--- config.mk ---
export PLATFORM = sky130hd
export DESIGN_NAME = ttg_timebase_gen
export DESIGN_NICKNAME = d
export VERILOG_FILES = /design/src/rtl/ttg_level_sync.v /design/src/rtl/ttg_timebase_gen.v
export VERILOG_INCLUDE_DIRS = /design/src /design/src/rtl
export SDC_FILE = /design/constraint.sdc
export NUM_CORES = 1
export LEC_CHECK = 0
export ABC_AREA = 1
export BUFFER_PORTS_ARGS = -buffer_cell sky130_fd_sc_hd__clkbuf_2
export CAP_MARGIN = 10
export CELL_PAD_IN_SITES_DETAIL_PLACEMENT = 2
export CELL_PAD_IN_SITES_GLOBAL_PLACEMENT = 2
export CORE_MARGIN = 2
export CORE_UTILIZATION = 32
export DETAILED_ROUTE_END_ITERATION = 16
export PLACE_DENSITY = 0.88
export SLEW_MARGIN = 20
export SYNTH_ARGS = -nofsm -noshare
export SYNTH_HDL_FRONTEND = slang
export SYNTH_HIERARCHICAL = 1
export SYNTH_SLANG_ARGS = --single-unit
--- constraint.sdc ---
create_clock -name CLK -period 2 [get_ports CLK]
set_clock_uncertainty 0.05 [all_clocks]
set_input_delay 0.3 -clock CLK [delete_from_list [all_inputs] [get_ports CLK]]
set_output_delay 0.3 -clock CLK [all_outputs]
set_load 0.02 [all_outputs]
--- src/rtl/ttg_defines.vh ---
// Purpose: constants for the two-level acquisition timebase generator
// Assumes: 10 MHz system clock
// Notes:   timebase inputs are sampled levels, not clocks
`ifndef TTG_DEFINES_VH
`define TTG_DEFINES_VH
`define TTG_SRC_W        3
`define TTG_CNT_W        16
`define TTG_CLK_PERIOD_NS 100
// minimum timebase pulse width and period, ns
`define TTG_MIN_PULSE_NS 12.5
`define TTG_MIN_PERIOD_NS 50.0
// reset values of the divide and group counts
`define TTG_RST_DIV      16'h0001
`define TTG_RST_GROUP    16'h0001
// external convert delay, in system clocks
`define TTG_EXT_DLY      2
`endif

--- src/rtl/ttg_level_sync.v ---
// Purpose: two flip-flop synchroniser with rising-edge detect
// Assumes: input is asynchronous to clk
// Notes:   first stage feeds only the second stage
`default_nettype none
module ttg_level_sync (
	input  wire clk,
	input  wire arst_n,
	input  wire ce,
	input  wire din,
	output reg  level,
	output reg  rise
);
	reg meta;
	reg sync;
	// stages, then edge detect on stable copy
	always @(posedge clk or negedge arst_n) begin
		if (!arst_n) begin
			meta  <= 1'b0;
			sync  <= 1'b0;
			level <= 1'b0;
			rise  <= 1'b0;
		end else if (ce) begin
			meta  <= din;
			sync  <= meta;
			level <= sync;
			rise  <= sync & ~level;
		end
	end
endmodule
`default_nettype wire

--- src/rtl/ttg_timebase_gen.v ---
// Purpose: convert and sample level timebase generator for analog input timing
// Assumes: all bus and terminal inputs are asynchronous levels, sampled on CLK
// Notes:   both levels run from CLK and advance on edges of their own timebase
`default_nettype none
`include "ttg_defines.vh"
module ttg_timebase_gen #(
	parameter BUS_W = 8,
	parameter CNT_W = `TTG_CNT_W
) (
	input  wire                  CLK,
	input  wire                  ARST_N,
	input  wire                  CE,
	input  wire [BUS_W-1:0]      SIGNAL_BUS,
	input  wire [`TTG_SRC_W-1:0] CONV_SRC_SEL,
	input  wire [`TTG_SRC_W-1:0] SAMP_SRC_SEL,
	input  wire                  EXT_CONVERT_MODE,
	input  wire                  START_TRIG,
	input  wire [CNT_W-1:0]      CONV_DIV,
	input  wire [CNT_W-1:0]      PRESCALE_DIV,
	input  wire [CNT_W-1:0]      GROUP_SIZE,
	input  wire [CNT_W-1:0]      SAMP_DIV,
	output reg                   CONV_TIMEBASE,
	output reg                   SYNC_CONV_TIMEBASE,
	output reg                   SAMP_TIMEBASE,
	output reg                   SYNC_SAMP_TIMEBASE,
	output reg                   SAMPLE_CLOCK,
	output reg                   ADC_CONVERSION_STROBE,
	output reg                   CONV_RUNNING,
	output reg                   SAMP_RUNNING
);
	// bus selection before synchronising
	wire conv_raw;
	wire samp_raw;
	wire ext_mode;
	wire conv_lvl;
	wire samp_lvl;
	wire start_c_rise;
	wire start_s_rise;
	wire samp_tb_rise;
	wire samp_sync_rise;
	wire samp_pulse_lvl;
	wire samp_evt;
	reg  [`TTG_EXT_DLY-1:0] ext_dly;
	reg  conv_prev;
	reg  samp_prev;
	reg  trig_c_cap;
	reg  trig_s_cap;
	reg  start_c_seen;
	reg  start_s_seen;
	reg  samp_sync_prev;
	reg  samp_evt_q;
	reg  [CNT_W-1:0] div_cnt;
	reg  [CNT_W-1:0] pre_cnt;
	reg  [CNT_W-1:0] grp_cnt;
	reg  [CNT_W-1:0] samp_cnt;
	reg  grp_active;
	reg  samp_toggle;
	reg  conv_tb_q;
	wire conv_tb_rise;
	wire conv_sync_rise;

	assign conv_raw = SIGNAL_BUS[CONV_SRC_SEL];
	assign samp_raw = SIGNAL_BUS[SAMP_SRC_SEL];

	// pins pass three flops before use
	ttg_level_sync u_sync_conv (
		.clk    (CLK),
		.arst_n (ARST_N),
		.ce     (CE),
		.din    (conv_raw),
		.level  (conv_lvl),
		.rise   ()
	);
	ttg_level_sync u_sync_samp (
		.clk    (CLK),
		.arst_n (ARST_N),
		.ce     (CE),
		.din    (samp_raw),
		.level  (samp_lvl),
		.rise   ()
	);
	ttg_level_sync u_sync_mode (
		.clk    (CLK),
		.arst_n (ARST_N),
		.ce     (CE),
		.din    (EXT_CONVERT_MODE),
		.level  (ext_mode),
		.rise   ()
	);
	ttg_level_sync u_sync_start_c (
		.clk    (CLK),
		.arst_n (ARST_N),
		.ce     (CE),
		.din    (START_TRIG),
		.level  (),
		.rise   (start_c_rise)
	);
	ttg_level_sync u_sync_start_s (
		.clk    (CLK),
		.arst_n (ARST_N),
		.ce     (CE),
		.din    (START_TRIG),
		.level  (),
		.rise   (start_s_rise)
	);
	// sample pulse crosses as a toggle
	// both toggle edges are events, so the rise output is not used
	ttg_level_sync u_sync_samp_evt (
		.clk    (CLK),
		.arst_n (ARST_N),
		.ce     (CE),
		.din    (samp_toggle),
		.level  (samp_pulse_lvl),
		.rise   ()
	);

	// timebase outputs; ext mode delays the convert copy
	always @(posedge CLK or negedge ARST_N) begin
		if (!ARST_N) begin
			ext_dly            <= {`TTG_EXT_DLY{1'b0}};
			CONV_TIMEBASE      <= 1'b0;
			SYNC_CONV_TIMEBASE <= 1'b1;
			SAMP_TIMEBASE      <= 1'b0;
			SYNC_SAMP_TIMEBASE <= 1'b1;
		end else if (CE) begin
			ext_dly <= {ext_dly[`TTG_EXT_DLY-2:0], conv_lvl};
			if (ext_mode) begin
				SYNC_CONV_TIMEBASE <= conv_lvl;
				CONV_TIMEBASE      <= ext_dly[`TTG_EXT_DLY-1];
			end else begin
				SYNC_CONV_TIMEBASE <= ~conv_lvl;
				CONV_TIMEBASE      <= conv_lvl;
			end
			SAMP_TIMEBASE      <= samp_lvl;
			SYNC_SAMP_TIMEBASE <= ~samp_lvl;
		end
	end

	// edge detect on the generated timebases
	assign conv_tb_rise   = CONV_TIMEBASE & ~conv_tb_q;
	assign conv_sync_rise = SYNC_CONV_TIMEBASE & ~conv_prev;
	assign samp_tb_rise   = SAMP_TIMEBASE & ~samp_prev;
	assign samp_sync_rise = SYNC_SAMP_TIMEBASE & ~samp_sync_prev;
	// any change of the crossed toggle is one sample event
	assign samp_evt       = samp_pulse_lvl ^ samp_evt_q;

	// trigger capture on sync edge, used on the next active edge
	always @(posedge CLK or negedge ARST_N) begin
		if (!ARST_N) begin
			conv_tb_q      <= 1'b0;
			conv_prev      <= 1'b1;
			samp_prev      <= 1'b0;
			samp_sync_prev <= 1'b1;
			samp_evt_q     <= 1'b0;
			start_c_seen   <= 1'b0;
			start_s_seen   <= 1'b0;
			trig_c_cap     <= 1'b0;
			trig_s_cap     <= 1'b0;
		end else if (CE) begin
			conv_tb_q      <= CONV_TIMEBASE;
			conv_prev      <= SYNC_CONV_TIMEBASE;
			samp_prev      <= SAMP_TIMEBASE;
			samp_sync_prev <= SYNC_SAMP_TIMEBASE;
			samp_evt_q     <= samp_pulse_lvl;
			// start edges are held until reset, for a sync edge to take them
			if (start_c_rise)
				start_c_seen <= 1'b1;
			if (start_s_rise)
				start_s_seen <= 1'b1;
			// capture on sync edge
			// sync rises ahead of the next convert rise in both modes
			if (conv_sync_rise && (start_c_seen || start_c_rise))
				trig_c_cap <= 1'b1;
			if (samp_sync_rise && (start_s_seen || start_s_rise))
				trig_s_cap <= 1'b1;
		end
	end

	// sample level: divider makes sample clocks
	always @(posedge CLK or negedge ARST_N) begin
		if (!ARST_N) begin
			samp_cnt     <= `TTG_RST_DIV;
			SAMP_RUNNING <= 1'b0;
			SAMPLE_CLOCK <= 1'b0;
			samp_toggle  <= 1'b0;
		end else if (CE) begin
			SAMPLE_CLOCK <= 1'b0;
			if (samp_tb_rise && trig_s_cap)
				SAMP_RUNNING <= 1'b1;
			if (SAMP_RUNNING && samp_tb_rise) begin
				if (samp_cnt <= 1) begin
					samp_cnt     <= SAMP_DIV;
					SAMPLE_CLOCK <= 1'b1;
					samp_toggle  <= ~samp_toggle;
				end else begin
					samp_cnt <= samp_cnt - 1'b1;
				end
			end
		end
	end

	// convert level: group, prescale and divider counters
	always @(posedge CLK or negedge ARST_N) begin
		if (!ARST_N) begin
			div_cnt               <= `TTG_RST_DIV;
			pre_cnt               <= `TTG_RST_DIV;
			grp_cnt               <= `TTG_RST_GROUP;
			grp_active            <= 1'b0;
			CONV_RUNNING          <= 1'b0;
			ADC_CONVERSION_STROBE <= 1'b0;
		end else if (CE) begin
			ADC_CONVERSION_STROBE <= 1'b0;
			if (conv_tb_rise && trig_c_cap)
				CONV_RUNNING <= 1'b1;
			if (CONV_RUNNING && samp_evt && !grp_active) begin
				grp_active <= 1'b1;
				grp_cnt    <= GROUP_SIZE;
				pre_cnt    <= PRESCALE_DIV;
				div_cnt    <= CONV_DIV;
			end else if (grp_active && conv_tb_rise) begin
				if (ext_mode) begin
					ADC_CONVERSION_STROBE <= 1'b1;
					if (grp_cnt <= 1)
						grp_active <= 1'b0;
					grp_cnt <= grp_cnt - 1'b1;
				end else if (pre_cnt > 1) begin
					pre_cnt <= pre_cnt - 1'b1;
				end else if (div_cnt > 1) begin
					div_cnt <= div_cnt - 1'b1;
				end else begin
					div_cnt               <= CONV_DIV;
					ADC_CONVERSION_STROBE <= 1'b1;
					if (grp_cnt <= 1)
						grp_active <= 1'b0;
					grp_cnt <= grp_cnt - 1'b1;
				end
			end
		end
	end
endmodule
`default_nettype wire

## Yosys cells after proc, flatten, opt, wreduce, memory -nomap -nowiden

Cells that the tools add are included.

| storage, ports and cells | value |
|---|---|
| flip-flop bits (word level) | 100 |
| input port bits | 83 |
| output and inout bits | 8 |
| logic and storage cells | 123 |

| operators by class | value |
|---|---|
| $add $sub $neg | 4 |
| magnitude comparators | 6 |
| equality and inequality tests | 4 |
| muxes and demuxes | 34 |
| bitwise gates (word level) | 14 |
| reductions and logical operators | 22 |

Operator list:

| cell | number |
|---|---|
| $mux W16 | 15 |
| $sub A16 B1 Y16 const B | 4 |
| $gt A16 B1 Y1 const B | 2 |
| $le A16 B1 Y1 const B | 2 |
| $mux W1 | 17 |
| $reduce_and A2 Y1 | 6 |
| $reduce_and A4 Y1 | 3 |
| $logic_and A1 B1 Y1 | 8 |
| $lt A3 B4 Y1 const B | 2 |
| $not A1 Y1 | 8 |
| $bmux W1 S3 | 2 |
| $ne A3 B2 Y1 const B | 2 |
| $and A1 B1 Y1 | 5 |
| $ne A2 B2 Y1 const B | 2 |
| $reduce_bool A2 Y1 | 2 |
| $reduce_and A3 Y1 | 1 |
| $logic_not A1 Y1 | 1 |
| $logic_or A1 B1 Y1 | 1 |
| $xor A1 B1 Y1 | 1 |

## Logic depth before layout (Yosys ltp)

| depth | value |
|---|---|
| depth after elaboration | 7 |
| depth in mapped cells | 12 |
| gate-level depth less buffers | 11 |

## By module

Netlist, hierarchy kept.

By module, submodules not included:

| module | times used | cells an instance | area each (um^2) | seq. area each (um^2) |
|---|---|---|---|---|
| ttg_timebase_gen | 1 | 912 | 5,906.9 | 2,137.0 |
| ttg_level_sync | 6 | 17 | 151.4 | 100.1 |

## Worst setup path before layout

OpenSTA, ideal clock, no wires.

| timing | value |
|---|---|
| path type | flip-flop to flip-flop |
| start | register samp_cnt[0] |
| end | register samp_cnt[2] |
| library setup time | 0.124 ns |
| arrival time | 1.646 ns |
| required time | 1.826 ns |
| path slack | 0.180 ns |
| cell stages (with the launch flop) | 12 |
| path buffers | 1 |
| period minus slack after synthesis | 1.820 ns |
| path through | dfstp_2 inv_1 ha_1 inv_1 nor2_1 nand2_1 nand2_1 nand2_1 buf_2 nand3b_1 o211ai_1 nand2_1 |

| on the way | value |
|---|---|
| cells in the longest elaborated chain, start to end | 2 |
| elaborated cells on any way between the ends | 3 |
| classes of those cells | add/sub (1); order compare (1); mux (1) |

Ends and longest elaborated chain:

| what | line | source |
|---|---|---|
| start: declaration | ttg_timebase_gen.v:55 | `reg [CNT_W-1:0] samp_cnt;` |
| start signal: assignment | ttg_timebase_gen.v:182 | `` samp_cnt <= `TTG_RST_DIV; `` |
| start signal: assignment | ttg_timebase_gen.v:196 | `samp_cnt <= samp_cnt - 1'b1;` |
| $sub A16 B1 Y16 / $le A16 B1 Y1 (equally long branches) | ttg_timebase_gen.v:196, ttg_timebase_gen.v:191 |  |
| $mux W16 * | ttg_timebase_gen.v:191 | `if (samp_cnt <= 1) begin` |

Mark *: on every way between the ends. The rest lies on a longest branch, timed or not.
A chain may end at the register's enable or synchronous reset.

## Final worst setup path

| timing | value |
|---|---|
| start | register pre_cnt[0] |
| end | register pre_cnt[0] |

| on the way | value |
|---|---|
| cells in the longest elaborated chain, start to end | 5 |
| elaborated cells on any way between the ends | 8 |
| classes of those cells | add/sub (1); order compare (1); mux (4); reduce/logical (2) |

Ends and longest elaborated chain:

| what | line | source |
|---|---|---|
| start: declaration | ttg_timebase_gen.v:53 | `reg [CNT_W-1:0] pre_cnt;` |
| start signal: assignment | ttg_timebase_gen.v:206 | `` pre_cnt <= `TTG_RST_DIV; `` |
| start signal: assignment | ttg_timebase_gen.v:227 | `pre_cnt <= pre_cnt - 1'b1;` |
| $sub A16 B1 Y16 | ttg_timebase_gen.v:227 |  |
| $mux W16 | ttg_timebase_gen.v:226 | `end else if (pre_cnt > 1) begin` |
| $mux W16 | ttg_timebase_gen.v:221 | `if (ext_mode) begin` |
| $mux W16 | ttg_timebase_gen.v:220 | `end else if (grp_active && conv_tb_rise) begin` |
| $mux W16 | ttg_timebase_gen.v:215 | `if (CONV_RUNNING && samp_evt && !grp_active) begin` |

Several ways; a longest one is shown, not always the timed one. The select of a mux whose other input is x is not followed.

==> impl_metrics.env <==
export IMPL_outcome="complete, no violations"
export IMPL_use_met3_pct=3.59
export IMPL_rsz0062_at_grt="yes"
export IMPL_final_cell_mix="406 x nand2_1, 99 x nor2_1, 98 x inv_1"
export IMPL_top_usage_layer="met2"
export IMPL_reg2reg_depth=10
export IMPL_dp_hpwl_um=17100
export IMPL_htree_num_levels=3
export IMPL_dieWidth_um=148
export IMPL_dpl_cell_count=1364
export IMPL_viasPerCell=5.05
export IMPL_root_buffer="clkbuf_16"
export IMPL_grt_max_degree=36
export IMPL_period_share_pct=98.1
export IMPL_min_from="SAMP_DIV[6]"
export IMPL_ir_drop_mv=0.499
export IMPL_worst_pin_slew_ns=0.492
export IMPL_clock_latency_ns=0.37
export IMPL_drive_gt1_share_pct=18.4
export IMPL_r2r_start="pre_cnt[0]"
export IMPL_setup_viol=0
export IMPL_grtUsageMet2_pct=41.5
export IMPL_core_sq_um=20400
export IMPL_fmax_mhz=510
export IMPL_areaGrowthSynthToFinish_pct=20.4
export IMPL_met1_usage_pct=27.3
export IMPL_layout_commonest_cell="nand2_1"
export IMPL_syn_num_nets=1089
export IMPL_final_setup_tns_ns=0
export IMPL_antenna_found_initial=0
export IMPL_totalWireLength_um=25100
export IMPL_cp_end_kind="flip-flop"
export IMPL_synth_area_per_cell_sq_um=6.68
export IMPL_grt_overflow_total=0
export IMPL_finalMaxSlewViolations=0
export IMPL_drc=0
export IMPL_n_fill_cell=2494
export IMPL_grt_pass1_vias=7842
export IMPL_final_cells=1389
export IMPL_cts_buffer_depth=2
export IMPL_port_buffers=90
export IMPL_first_pass_iters=4
export IMPL_final_nets=1205
export IMPL_rows=52
export IMPL_finish_utilization_pct=39.4
export IMPL_r2r_end="pre_cnt[0]"
export IMPL_io_pins=91
export IMPL_postSynthCellCount=998
export IMPL_antenna_left=0
export IMPL_gp_congestion=0.801
export IMPL_grt_pass1_wl_um=39700
export IMPL_startpoint_type="flip-flop"
export IMPL_grt_usage_pct=22.6
export IMPL_cp_max_fo=21
export IMPL_clkTransAtPathRegs_ns=0.08
export IMPL_synth_warning_count=6
export IMPL_cts_tree="done"
export IMPL_num_antenna_cells=0
export IMPL_startpoint="pre_cnt[0]"
export IMPL_vias=7012
export IMPL_fin_ws_ns=0.0375
export IMPL_hold_viol=0
export IMPL_cts_made_buffers=9
export IMPL_die_height_um=148
export IMPL_drtIter0Drc=325
export IMPL_worstHoldPathType="in -> reg"
export IMPL_regArea_sq_um=2640
export IMPL_synth_area_sq_um=6670
export IMPL_maxCapViolCount=0
export IMPL_start_util_pct=32.7
export IMPL_place_ws_ns=0.0334
export IMPL_p_per_area_nw_per_um2=1460
export IMPL_multiInputGateArea_sq_um=3560
export IMPL_crit_arrival_ns=2.18
export IMPL_report_power_total_uw=11800
export IMPL_required_ns=2.21
export IMPL_critPathCapture="pre_cnt[0]"
export IMPL_slew_headroom_pct=67.1
export IMPL_routedWlPerCell_um=18.1
export IMPL_p_leak_uw=0.00427
export IMPL_r2r_slack_ns=0.04
export IMPL_worstSetupPathType="reg -> reg"
export IMPL_fin_crit_ns=1.96
export IMPL_die_area_sq_um=22000
export IMPL_cts_sinks=105
-- critical path, cell delays in order (launching register included) --
cell and delay [ns]:
dfstp_2 0.58, inv_1 0.11, ha_4 0.19, nand2_2 0.10, nand2_1 0.11, nand4_1 0.14
nand2_2 0.09, inv_2 0.10, buf_12 0.16, nand2_1 0.06, o21ai_1 0.15
-- per-layer routing --
layer  up-vias  share of wire [%]
met5         -                  0
met1      3498                 43
met2       121                 52
met4         0                1.7
li1       3359                  -
met3        34                2.7
-- flip-flops by register name (all words and copies together) (netlist names), 2 cells and up --
register and flops:
grp_cnt 16, samp_cnt 16, pre_cnt 16, div_cnt 16, ext_dly 2
-- layout make-up --
type / instances / area share (%)
Multi-Input combinational cell: 761 / 44.3
Sequential cell: 105 / 32.9
Timing Repair Buffer: 127 / 9.90
Inverter: 110 / 5.21
Tap cell: 270 / 4.21
Clock buffer: 12 / 3.07
Clock inverter: 4 / 0.421
-- how the worst min path moves through the flow --
stage                                        to  slack, ns  depth (start not counted)
after floorplan           ADC_CONVERSION_STROBE      -0.05                          0
after global placement         u_sync_mode/meta       0.20                          1
after detailed placement       u_sync_conv/sync       0.20                          1
after CTS                           samp_cnt[6]       0.08                          3
after global routing                samp_cnt[4]        0.1                          3
final                               samp_cnt[6]       0.09                          3
-- where the power goes --
part	total (uW)	switching [uW]	internal [uW]
clock	1800	902	895
combinational	6200	4110	2100
sequential	3750	909	2840
total	11800	5920	5840
-- per-stage QoR --
| step | hold WS (ns) | instance area [sq um] |
|---|---|---|
| 5_1_grt | 0.0953 | 8030 |
| 3_5_place_dp | 0.201 | 7580 |
| 2_1_floorplan | -0.0456 | 6670 |
| 3_3_place_gp | 0.196 | 7580 |
| 6_report | 0.0906 | 8030 |
| 4_1_cts | 0.0800 | 7910 |
-- what timing repair did --
action / in CTS / in global routing
endpoints found under the hold margin: 19 / 0
pin swaps: 2 / 3
hold buffers: 1 / 0
setup buffers: 3 / 4
gates resized for setup: 5 / 28
cloned: 0 / 1
setup endpoints to repair: 23 / 52
No activity file was read; power rests on OpenSTA's default activity.
